===== config.mk =====
export PLATFORM = sky130hd
export DESIGN_NAME = csb_channel_status_buffer
export DESIGN_NICKNAME = d
export VERILOG_FILES = /design/src/csb_pkg.sv /design/src/csb_channel_status_buffer.sv /design/src/csb_fifo.sv /design/src/csb_crc8.sv
export SDC_FILE = /design/constraint.sdc
export NUM_CORES = 2
export LEC_CHECK = 0
export BUFFER_PORTS_ARGS = -buffer_cell sky130_fd_sc_hd__buf_2
export CAP_MARGIN = 20
export CORE_ASPECT_RATIO = 2
export CORE_MARGIN = 10
export CORE_UTILIZATION = 60
export DETAILED_ROUTE_END_ITERATION = 6
export PLACE_DENSITY = 0.77
export SLEW_MARGIN = 20
export SYNTH_ARGS = -nofsm -noshare
export SYNTH_HDL_FRONTEND = slang
export SYNTH_HIERARCHICAL = 1
export SYNTH_SLANG_ARGS = --single-unit

===== constraint.sdc =====
create_clock -name ref_clk -period 34.6 [get_ports ref_clk]
set_clock_uncertainty 0.1 [all_clocks]
set_input_delay 8.65 -clock ref_clk [delete_from_list [all_inputs] [get_ports ref_clk]]
set_output_delay 8.65 -clock ref_clk [all_outputs]
set_load 0.05 [all_outputs]

===== src/csb_pkg.sv =====
// constants and types shared by the channel-status block buffer
package csb_pkg;
   // ****************************************************
   // block geometry
   // ****************************************************
   localparam int          CSB_WORDS       = 24;
   localparam int          CSB_BITS        = 192;
   localparam logic [7:0]  CSB_LAST_BIT    = 8'hBF;
   localparam int          CSB_RSV_WORDS   = 5;
   localparam int          CSB_CRC_WORD    = 23;
   localparam int          CSB_MSG_BITS    = CSB_CRC_WORD * 8;
   // ****************************************************
   // control port map
   // ****************************************************
   localparam logic [6:0]  CSB_HOST_BASE   = 7'h20;
   localparam logic [6:0]  CSB_HOST_LAST   = 7'h37;
   localparam logic [7:0]  CSB_RD_UNMAPPED = 8'h00;
   // ****************************************************
   // field positions and reset values
   // ****************************************************
   localparam int          CSB_PRO_BIT_A   = 15;
   localparam int          CSB_PRO_BIT_B   = 7;
   localparam logic [15:0] CSB_WORD_RESET  = 16'h0000;
   localparam logic [7:0]  CSB_IDX_RESET   = 8'h00;
   localparam logic [7:0]  CSB_CRC_POLY    = 8'h1D;
   localparam logic [7:0]  CSB_CRC_INIT    = 8'hFF;
   // ****************************************************
   // receive staging buffer
   // ****************************************************
   localparam int          CSB_FIFO_WIDTH  = 3;
   localparam int          CSB_FIFO_DEPTH  = 4;
   // ****************************************************
   // host byte phase
   // ****************************************************
   typedef enum logic {
      CSB_PH_A = 1'b0,
      CSB_PH_B = 1'b1
   } csb_phase_t;
endpackage


===== src/csb_channel_status_buffer.sv =====
// channel-status capture, host and transmit block buffers
//
// Overview of operation
// - hold 384 status bits for two channels, host may read and write
// - status moves input to output only as whole blocks, three buffers
// - each byte msb is earliest bit; first host byte is at 20h
// - capture buffer collects status bits from the receiver as they come
// - host buffer takes whole capture blocks and is host mapped
// - transmit buffer takes whole host blocks, bit source except copy-cycle bit from host image
// - faster output repeats blocks, slower output skips blocks whole
// - flag each capture-to-host and host-to-transmit copy when enabled
// - separate inhibits stop the matching block copy
// - capture copies paced by input blocks, transmit copies by output
// - professional block gets its check byte computed by the device
// - header reserve keeps first five host bytes from capture copies
// - host buffer is 24 words; upper byte channel A, lower channel B
// - a control bit selects one-byte or two-byte host access
// - one-byte read returns channel A or B byte by a control bit
// - one-byte write stores the byte into both channel halves
// - host address auto-increments for consecutive byte transfers
// - two-byte access moves channel A byte first, then channel B
`timescale 1ns/10ps
module csb_channel_status_buffer import csb_pkg::*; (
   input  wire logic       ref_clk,
   input  wire logic       reset_n,
   input  wire logic       clkEn,
   input  wire logic       hostAddrLoad,
   input  wire logic [6:0] hostAddr,
   input  wire logic       hostWrite,
   input  wire logic [7:0] hostWrData,
   input  wire logic       hostRead,
   output logic      [7:0] hostRdData,
   output logic            hostRdValid,
   input  wire logic       inhibitDToE,
   input  wire logic       inhibitEToF,
   input  wire logic       irqEnDToE,
   input  wire logic       irqEnEToF,
   input  wire logic       reserveHeader,
   input  wire logic       twoByteMode,
   input  wire logic       readChanB,
   input  wire logic       rxValid,
   input  wire logic       rxBit,
   input  wire logic       rxSubB,
   input  wire logic       rxBlockStart,
   output logic            rxReady,
   input  wire logic       txReq,
   input  wire logic       txSubB,
   input  wire logic       txBlockStart,
   output logic            txBit,
   output logic            txBitValid,
   output logic            dToEIrq,
   output logic            eToFIrq
);
   // ****************************************************
   // shared decode
   // ****************************************************
   // serial index to bit position, msb first, A in upper byte
   function automatic logic [3:0] bitPos(input logic [7:0] idx,
                                         input logic       chanB);
      bitPos = {~chanB, ~idx[2:0]};
   endfunction

   function automatic logic [4:0] wordOf(input logic [7:0] idx);
      wordOf = idx[7:3];
   endfunction

   // ****************************************************
   // storage
   // ****************************************************
   logic [15:0] capBuf  [CSB_WORDS];
   logic [15:0] hostBuf [CSB_WORDS];
   logic [15:0] txBuf   [CSB_WORDS];

   // ****************************************************
   // receive staging fifo
   // ****************************************************
   wire                      capReady;
   wire                      capValid;
   wire [CSB_FIFO_WIDTH-1:0] capData;

   csb_fifo #(
      .WIDTH (CSB_FIFO_WIDTH),
      .DEPTH (CSB_FIFO_DEPTH)
   ) u_rx_fifo (
      .ref_clk  (ref_clk),
      .reset_n  (reset_n),
      .clkEn    (clkEn),
      .inValid  (rxValid),
      .inData   ({rxBlockStart, rxSubB, rxBit}),
      .inReady  (rxReady),
      .outValid (capValid),
      .outData  (capData),
      .outReady (capReady)
   );

   // ****************************************************
   // capture side
   // ****************************************************
   logic [7:0] capIdx;
   logic       capSynced;
   logic       capFull;

   // drain stalls for the cycle the finished block is handed on
   assign capReady = !capFull;

   wire       capPop   = clkEn && capValid && capReady;
   wire       capStart = capData[2] && !capData[1];
   wire       capIsB   = capData[1];
   wire [7:0] capEff   = capStart ? CSB_IDX_RESET : capIdx;
   wire [4:0] capWord  = wordOf(capEff);
   wire [3:0] capPos   = bitPos(capEff, capIsB);
   wire       capLast  = capIsB && (capEff == CSB_LAST_BIT);
   wire       capOk    = capSynced || capStart;

   always_ff @(posedge ref_clk or negedge reset_n) begin
      if (!reset_n) begin
         capIdx    <= CSB_IDX_RESET;
         capSynced <= 1'b0;
         capFull   <= 1'b0;
      end else if (clkEn) begin
         capFull <= capPop && capOk && capLast;
         if (capPop && capOk) begin
            capSynced <= !capLast;
            if (capLast)
               capIdx <= CSB_IDX_RESET;
            else if (capIsB)
               capIdx <= capEff + 8'h01;
            else
               capIdx <= capEff;
         end
      end
   end

   always_ff @(posedge ref_clk or negedge reset_n) begin
      if (!reset_n) begin
         for (int w = 0; w < CSB_WORDS; w++)
            capBuf[w] <= CSB_WORD_RESET;
      end else if (capPop && capOk) begin
         capBuf[capWord][capPos] <= capData[0];
      end
   end

   // ****************************************************
   // capture to host copy
   // ****************************************************
   // a skipped block is simply dropped when inhibited
   wire dToEFire = clkEn && capFull && !inhibitDToE;

   // ****************************************************
   // host access pointer
   // ****************************************************
   logic [6:0] hostPtr;
   csb_phase_t hostPh;

   wire [6:0] hostOff     = hostPtr - CSB_HOST_BASE;
   wire [4:0] hostWord    = hostOff[4:0];
   wire       hostInRange = (hostPtr >= CSB_HOST_BASE) &&
                            (hostPtr <= CSB_HOST_LAST);
   wire       hostXfer    = clkEn && (hostWrite || hostRead);
   wire       hostAdvance = !twoByteMode || (hostPh == CSB_PH_B);
   wire [15:0] hostCur    = hostInRange ? hostBuf[hostWord]
                                        : CSB_WORD_RESET;

   always_ff @(posedge ref_clk or negedge reset_n) begin
      if (!reset_n) begin
         hostPtr <= CSB_HOST_BASE;
         hostPh  <= CSB_PH_A;
      end else if (clkEn) begin
         if (hostAddrLoad) begin
            hostPtr <= hostAddr;
            hostPh  <= CSB_PH_A;
         end else if (hostXfer) begin
            if (hostAdvance)
               hostPtr <= hostPtr + 7'h01;
            case (hostPh)
               CSB_PH_A: hostPh <= twoByteMode ? CSB_PH_B
                                               : CSB_PH_A;
               CSB_PH_B: hostPh <= CSB_PH_A;
               default:  hostPh <= CSB_PH_A;
            endcase
         end
      end
   end

   // ****************************************************
   // host buffer
   // ****************************************************
   wire hostWr = clkEn && hostWrite && !hostAddrLoad && hostInRange;
   wire wrUpper = !twoByteMode || (hostPh == CSB_PH_A);
   wire wrLower = !twoByteMode || (hostPh == CSB_PH_B);

   // host byte written in the copy cycle is kept over the copy
   always_ff @(posedge ref_clk or negedge reset_n) begin
      if (!reset_n) begin
         for (int w = 0; w < CSB_WORDS; w++)
            hostBuf[w] <= CSB_WORD_RESET;
      end else begin
         if (dToEFire) begin
            for (int w = 0; w < CSB_WORDS; w++)
               if (!(reserveHeader && w < CSB_RSV_WORDS))
                  hostBuf[w] <= capBuf[w];
         end
         if (hostWr && wrUpper)
            hostBuf[hostWord][15:8] <= hostWrData;
         if (hostWr && wrLower)
            hostBuf[hostWord][7:0] <= hostWrData;
      end
   end

   // ****************************************************
   // host read data
   // ****************************************************
   wire rdPickB = twoByteMode ? (hostPh == CSB_PH_B) : readChanB;
   wire [7:0] rdByte = !hostInRange ? CSB_RD_UNMAPPED :
                       rdPickB ? hostCur[7:0] : hostCur[15:8];

   always_ff @(posedge ref_clk or negedge reset_n) begin
      if (!reset_n) begin
         hostRdData  <= 8'h00;
         hostRdValid <= 1'b0;
      end else if (clkEn) begin
         hostRdValid <= hostRead && !hostAddrLoad;
         if (hostRead && !hostAddrLoad)
            hostRdData <= rdByte;
      end
   end

   // ****************************************************
   // check byte and transmit image
   // ****************************************************
   wire [CSB_MSG_BITS-1:0] crcMsg [2];
   wire [7:0]              crcOut [2];
   wire [15:0]             txImage [CSB_WORDS];
   wire proA = hostBuf[0][CSB_PRO_BIT_A];
   wire proB = hostBuf[0][CSB_PRO_BIT_B];

   genvar c, g;
   for (c = 0; c < 2; c++) begin : g_crc
      for (g = 0; g < CSB_CRC_WORD; g++) begin : g_msg
         assign crcMsg[c][CSB_MSG_BITS-1-8*g -: 8] =
            hostBuf[g][15-8*c -: 8];
      end
      csb_crc8 u_crc (
         .msg (crcMsg[c]),
         .crc (crcOut[c])
      );
   end

   for (g = 0; g < CSB_WORDS; g++) begin : g_img
      if (g == CSB_CRC_WORD) begin : g_last
         assign txImage[g] = {proA ? crcOut[0] : hostBuf[g][15:8],
                              proB ? crcOut[1] : hostBuf[g][7:0]};
      end else begin : g_body
         assign txImage[g] = hostBuf[g];
      end
   end

   // ****************************************************
   // host to transmit copy and bit output
   // ****************************************************
   logic [7:0] txIdx;

   wire       txFirst  = txReq && txBlockStart && !txSubB;
   wire       eToFFire = clkEn && txFirst && !inhibitEToF;
   wire [7:0] txEff    = txFirst ? CSB_IDX_RESET : txIdx;
   wire [4:0] txWord   = wordOf(txEff);
   wire [3:0] txPos    = bitPos(txEff, txSubB);
   wire [15:0] txSrc   = eToFFire ? txImage[txWord] : txBuf[txWord];

   always_ff @(posedge ref_clk or negedge reset_n) begin
      if (!reset_n) begin
         for (int w = 0; w < CSB_WORDS; w++)
            txBuf[w] <= CSB_WORD_RESET;
      end else if (eToFFire) begin
         for (int w = 0; w < CSB_WORDS; w++)
            txBuf[w] <= txImage[w];
      end
   end

   // an unchanged block is resent when no new copy arrives
   always_ff @(posedge ref_clk or negedge reset_n) begin
      if (!reset_n) begin
         txIdx      <= CSB_IDX_RESET;
         txBit      <= 1'b0;
         txBitValid <= 1'b0;
      end else if (clkEn) begin
         txBitValid <= txReq;
         if (txReq) begin
            txBit <= txSrc[txPos];
            if (txSubB)
               txIdx <= (txEff == CSB_LAST_BIT) ? CSB_IDX_RESET
                                                : txEff + 8'h01;
            else
               txIdx <= txEff;
         end
      end
   end

   // ****************************************************
   // copy event flags
   // ****************************************************
   always_ff @(posedge ref_clk or negedge reset_n) begin
      if (!reset_n) begin
         dToEIrq <= 1'b0;
         eToFIrq <= 1'b0;
      end else if (clkEn) begin
         dToEIrq <= dToEFire && irqEnDToE;
         eToFIrq <= eToFFire && irqEnEToF;
      end
   end
endmodule // csb_channel_status_buffer


===== src/csb_fifo.sv =====
// small synchronous fifo with valid and ready on both sides
`timescale 1ns/10ps
module csb_fifo #(
   parameter int WIDTH = 3,
   parameter int DEPTH = 4
) (
   input  wire logic             ref_clk,
   input  wire logic             reset_n,
   input  wire logic             clkEn,
   input  wire logic             inValid,
   input  wire logic [WIDTH-1:0] inData,
   output logic                  inReady,
   output logic                  outValid,
   output logic      [WIDTH-1:0] outData,
   input  wire logic             outReady
);
   localparam int AW = $clog2(DEPTH);

   logic [WIDTH-1:0] mem [DEPTH];
   logic [AW:0]      wrPtr;
   logic [AW:0]      rdPtr;

   wire full  = (wrPtr[AW] != rdPtr[AW]) &&
                (wrPtr[AW-1:0] == rdPtr[AW-1:0]);
   wire empty = (wrPtr == rdPtr);
   wire push  = clkEn && inValid && !full;
   wire pop   = clkEn && outReady && !empty;

   assign inReady  = !full;
   assign outValid = !empty;
   assign outData  = mem[rdPtr[AW-1:0]];

   always_ff @(posedge ref_clk or negedge reset_n) begin
      if (!reset_n) begin
         wrPtr <= '0;
         rdPtr <= '0;
      end else begin
         if (push) wrPtr <= wrPtr + 1'b1;
         if (pop)  rdPtr <= rdPtr + 1'b1;
      end
   end

   // payload needs no reset, pointers guard it
   always_ff @(posedge ref_clk) begin
      if (push) mem[wrPtr[AW-1:0]] <= inData;
   end
endmodule // csb_fifo


===== src/csb_crc8.sv =====
// block check byte over the first 23 bytes of one channel
`timescale 1ns/10ps
module csb_crc8 import csb_pkg::*; (
   input  wire logic [CSB_MSG_BITS-1:0] msg,
   output logic      [7:0]              crc
);
   logic [7:0] acc;
   logic       fb;

   // bits taken in stream order, byte msb first
   always_comb begin
      acc = CSB_CRC_INIT;
      fb  = 1'b0;
      for (int i = CSB_MSG_BITS - 1; i >= 0; i--) begin
         fb  = acc[7] ^ msg[i];
         acc = {acc[6:0], 1'b0} ^ (fb ? CSB_CRC_POLY : 8'h00);
      end
      crc = acc;
   end
endmodule // csb_crc8


Yosys cells after proc, flatten, opt, wreduce, memory -nomap -nowiden
Memories as Yosys holds them, arrays and structs flattened.
Cells that the tools add are included.
{ "word_totals": {"reg_bits": 1197, "ramBits": 12, "input_bits": 35, "output_inout_bits": 14, "wordCells": 1320, "n_memories": 1} }
{ "op_classes": {"n_addsub": 6, "order_cmp": 10, "n_eq_ne": 5, "mux": 419, "n_bitwise": 742, "reduce_logical": 51} }
{ "memory_table": {"columns": ["name", "words", "width", "rd", "rd_ports_with_merged_regs", "wr", "line_no", "source"], "rows": [
  ["u_rx_fifo.mem", 4, 3, 1, 0, 1, "csb_fifo.sv:19", "logic [WIDTH-1:0] mem [DEPTH];"]
]} }
{ "op_table": {"columns": ["operator", "n"], "rows": [
  ["bitwise XOR 8 bit", 366],
  ["two-way mux 5 bit", 368],
  ["bitwise mux 384 bit", 3],
  ["two-way mux 384 bit", 3],
  ["bitwise XOR 1 bit", 366],
  ["binary-select mux 16 bit (select 5 bit)", 3],
  ["demux 16 bit (select 5 bit)", 3],
  ["two-way mux 16 bit", 14],
  ["two-way mux 8 bit", 11],
  ["logical AND 1 bit", 30],
  ["two-way mux 7 bit", 3],
  ["greater-or-equal comparator 6 bit (second input constant)", 3],
  ["NOT 5 -> 6 bit", 3],
  ["adder 8 x 1 -> 8 bit (second input constant)", 2],
  ["equality test 8 bit (second input constant)", 2],
  ["NOT 7 bit", 2],
  ["less-than comparator 6 x 1 -> 1 bit (second input constant)", 2],
  ["zero test 1 bit", 10],
  ["less-than comparator 4 x 5 -> 1 bit (second input constant)", 2],
  ["two-way mux 1 bit", 8],
  ["AND reduction 2 bit", 4],
  ["adder 7 x 1 -> 7 bit (second input constant)", 1],
  ["greater-or-equal comparator 7 x 6 -> 1 bit (second input constant)", 1],
  ["less-or-equal comparator 7 x 6 -> 1 bit (second input constant)", 1],
  ["14 further kinds", 22]
]} }

Depth between registers and ports, before layout
{ "logic_depth": {"word_depth": 558, "depth_mapped": 31} }

Cells and area by module
The synthesis kept the hierarchy.
{ "modules_own_cells": {"columns": ["module", "instances", "cells_per_inst", "area_each_um2"], "rows": [
  ["csb_channel_status_buffer", 1, 6055, 57241.1],
  ["csb_crc8", 2, 658, 9821.9],
  ["csb_fifo", 1, 57, 918.4]
]} }

Worst setup path before layout
No wires, ideal clock.
{ "synth_path": {"path_kind": "reg-to-reg", "startpoint": "register hostBuf (netlist bit crcMsg[365])", "endpoint": "register txBuf[14] (netlist name)", "t_arrival_ps": 10947, "slack_ps": 23417, "stages_incl_launch_ff": 30, "n_path_buf": 1, "period_less_slack_ps": 11183, "path_cell_list": "dfrtp_1 buf_6 xor2_2 xor3_1 xor3_2 xnor2_1 xnor3_1 xor3_1 xnor3_1 xor3_1 xnor2_1 xnor3_1 xor2_1 xnor3_1 xnor3_2 xnor3_2 xnor3_2 xnor3_1 xnor3_2 xnor3_2 xnor3_2 xnor3_2 xnor3_2 xnor3_2 xnor2_2 xnor3_2 xor2_2 xnor3_1 mux2i_1 o21ai_0"} }
{ "synth_lines": {"columns": ["element", "line_no", "source"], "rows": [
  ["from (decl)", "csb_channel_status_buffer.sv:71", "logic [15:0] hostBuf [CSB_WORDS];"],
  ["from (signal, indexed assignment)", "csb_channel_status_buffer.sv:201", "hostBuf[w] <= capBuf[w];"],
  ["from (signal, indexed assignment)", "csb_channel_status_buffer.sv:204", "hostBuf[hostWord][15:8] <= hostWrData;"],
  ["from (signal, indexed assignment)", "csb_channel_status_buffer.sv:206", "hostBuf[hostWord][7:0] <= hostWrData;"],
  ["to (signal, indexed assignment)", "csb_channel_status_buffer.sv:276", "txBuf[w] <= txImage[w];"],
  ["to (decl)", "csb_channel_status_buffer.sv:72", "logic [15:0] txBuf [CSB_WORDS];"]
]} }

==> flow_metrics.tcl <==
set metrics [dict create \
    areaGrowthSynthToFinish_pct 6.225 \
    setup.worst_path.start "crcMsg[365]$_DFF_PN0_" \
    finalWorstPathRequiredPeriod_ns 13.00 \
    avgViaCountPerCell 6.571 \
    first_global_vias 59340 \
    ys.flop_type "dfrtp_1" \
    seq_area_frac_synth_pct 38.96 \
    ys_types 101 \
    crit_end "txBuf[14]$_DFFE_PN0N_" \
    critical-path-slowest-cell "xnor2_1" \
    synth_cell_area_um2 77800 \
    grt_first_pass_wirelength_um 404100 \
    critical_path.reg2reg.startpoint "crcMsg[365]$_DFF_PN0_" \
    most_common_cell_after_layout_fill_and_taps_aside "nand2_1" \
    detail_route.wl_per_cell_um 31.04 \
    place.detailed.hpwl_um 190800 \
    clock_path_buffers 3 \
    firstDrtPassIters 6 \
    io_buffers 48 \
    postCtsHoldBufs 0 \
    start_kind "register" \
    setup_tns_ns 0 \
    clk_pin_slew_worst_paths_ns 0.07 \
    cts_htree_levels 3 \
    crit_family "XOR/XNOR gates" \
    remaining_drc_errors 0 \
    crit_fanout 10 \
    cp_data_required_time_ns 35.08 \
    grt_setup_unrepaired "false" \
    grt.overflow.total 0 \
    setup_violations 0 \
    std_cell_rows 186 \
    cp_num_buf_inv 0 \
    tritoncts "built" \
    ant_nets 0 \
    post_route_cells_drive_above_1_share_pct 14.29 \
    die_h_um 529.3 \
    start_util_pct 60.46 \
    worst_ep_arrival_time_ns 13.48 \
    die_w_um 274.6 \
    final_max_slew_viols 0 \
    cpPeakStageDelay_ns 0.68 \
    timing.final.crit_share_pct 37.58 \
    post_synth_inst_count 7428 \
    max_freq_mhz 76.91 \
    worst-slew-pin-transition_ns 1.207 \
    cts_inserted_buffers 103 \
    timing.critical_path.depth 28 \
    layout_common_cells "1845 x nand2_1, 1191 x dfrtp_1, 835 x nor2_1, 508 x xnor2_1, 410 x mux2_2" \
    ff2ff_setup_slack_ns 21.60 \
    grt_start_max_net_pins 228 \
    r2r.worst_path.cells 28 \
    finalHoldViolCount 0 \
    cts_repair_resize_count 0 \
    pin_count 49 \
    globalplace.congestion 1.036 \
    worstReg2RegEnd "txBuf[14]$_DFFE_PN0N_" \
    avg_inst_size_synth_um2 10.47 \
    core_area_um2 128700 \
    clkSinkCount 1209 \
    die_footprint_um2 145400 \
    fraction_of_registers_with_async_set_or_reset_after_synthesis_pct 99.01 \
    synth_enable_flop_cells 12 \
    antenna_found_initial 12 \
    status "finished, final reports clean" \
    syn-num-nets 7477 \
    critPathKind "reg -> reg" \
    cts_root_buffer "clkbuf_16" \
    drv_cap 0 \
    vias 59010 \
    path_common_cell "xnor3_2" \
    clk_lat_worst_skew_ns 0.75 \
    worst_setup_ep_type "register" \
    grt_util_all_layers_pct 38.42 \
    worst_hold_path.num_cells 2 \
    post_cts.repair.setup_buffers 0 \
    hold_path_class "reg -> reg" \
    worst_slew_margin_rel_pct 19.56 \
    finalNetCount 7246 \
    yosysWarnings 6 \
    drt_iter0_markers 6917 \
    postSynthRegisterBits 1209 \
    routed_wirelength_um 278800 \
]
-- tightest hold or removal path: cells and delay by family, from the launching register on --
kind             cells  cell delay, ns
AND/OR/NAND/NOR      2            0.10
flip-flops           1            0.34
-- metal layers --
| metal | routed length, um | part of all wire (%) | track usage, % |
|---|---|---|---|
| met5 | 144 | 0.052 | 0.3373 |
| met2 | 131400 | 47 | 61.88 |
| met4 | 32130 | 12 | 35.71 |
| met3 | 26620 | 9.5 | 8.786 |
| met1 | 88490 | 32 | 41.43 |
-- layout make-up --
class | count | area (um^2)
well taps | 1692 | 2117
clock inverters | 45 | 670.6
clock buffers | 147 | 3008
flip-flops and latches | 1209 | 30330
inverters | 30 | 112.6
multi-input cells | 5701 | 45320
repair buffers | 152 | 1077
fillers | 9945 | 46050
diodes | 5 | 12.51
-- cell families (layout without fill, tap and decap cells) --
kind of cell / Yosys count / after routing / share of synthesized area (%)
and+or+nand+nor: 2876 / 2876 / 14.48
xor gates and xnor gates: 1312 / 1312 / 25.28
DFF: 1209 / 1209 / 38.96
AOI/OAI and AO/OA: 777 / 777 / 6.431
muxes: 722 / 722 / 11.74
buffers and inverters: 518 / 374 / 2.885
adders and majority gates: 14 / 14 / 0.2251
other: 0 / 5 / 0
-- registers in the layout, summed over array words and instances (netlist names) --
register and cells:
txBuf 384, dToEIrq 1, capFull 1, hostBuf 16, hostPtr 7, capIdx 8
crcMsg 368, capBuf 384, u_rx_fifo/rdPtr 3, eToFIrq 1, hostRdValid 1, hostRdData 8
txBitValid 1, hostPh 1, txBit 1, u_rx_fifo/mem 12, u_rx_fifo/wrPtr 3, capSynced 1
txIdx 8
-- synthesized netlist by cell type (all sizes together) (26+ instances only) --
cell	count	area [um^2]
nand2	1846	6932
dfrtp	1196	29930
nor2	844	3188
xnor2	553	5275
xnor3	422	9569
mux2	412	4643
clkbuf	367	1379
a31oi	321	2029
xor2	225	2136
mux2i	200	2002
a21oi	164	824.5
buf	121	753.2
xor3	112	2685
mux4	110	2489
nand3	96	540.5
o21ai	93	469.2
inv	29	108.9
nor3	26	150.2
-- worst min-delay path by stage --
stage / startpoint / slack, ns / end
2_1_floorplan: txBuf[98]$_DFFE_PN0N_ / 0.34 / txBuf[98]$_DFFE_PN0N_
3_3_place_gp: txBuf[298]$_DFFE_PN0N_ / 0.35 / txBuf[298]$_DFFE_PN0N_
3_5_place_dp: txBuf[56]$_DFFE_PN0N_ / 0.36 / txBuf[56]$_DFFE_PN0N_
4_1_cts: txBuf[56]$_DFFE_PN0N_ / 0.37 / txBuf[56]$_DFFE_PN0N_
5_1_grt: txBuf[298]$_DFFE_PN0N_ / 0.39 / txBuf[298]$_DFFE_PN0N_
6_report: txBuf[98]$_DFFE_PN0N_ / 0.37 / txBuf[98]$_DFFE_PN0N_
-- stage by stage --
| step | hold WS (ns) | instance area [um^2] | util (%) | std cells | setup WS [ns] |
|---|---|---|---|---|---|
| after floorplan | 0.3371 | 77800 | - | 7428 | 23.42 |
| after global placement | 0.3520 | 78900 | 61.31 | 8780 | 21.73 |
| after detailed placement | 0.3573 | 78910 | 61.32 | 8781 | 21.63 |
| after CTS | 0.3746 | 82590 | 64.18 | 8973 | 21.58 |
| after global routing | 0.3941 | 82640 | 64.21 | 8977 | 21.30 |
| final | 0.3732 | 82650 | 64.22 | 8981 | 21.60 |
Power is left out: the tool's default activity adds up to more than one toggle a clock period on the data nets, which glitch-free logic cannot reach.
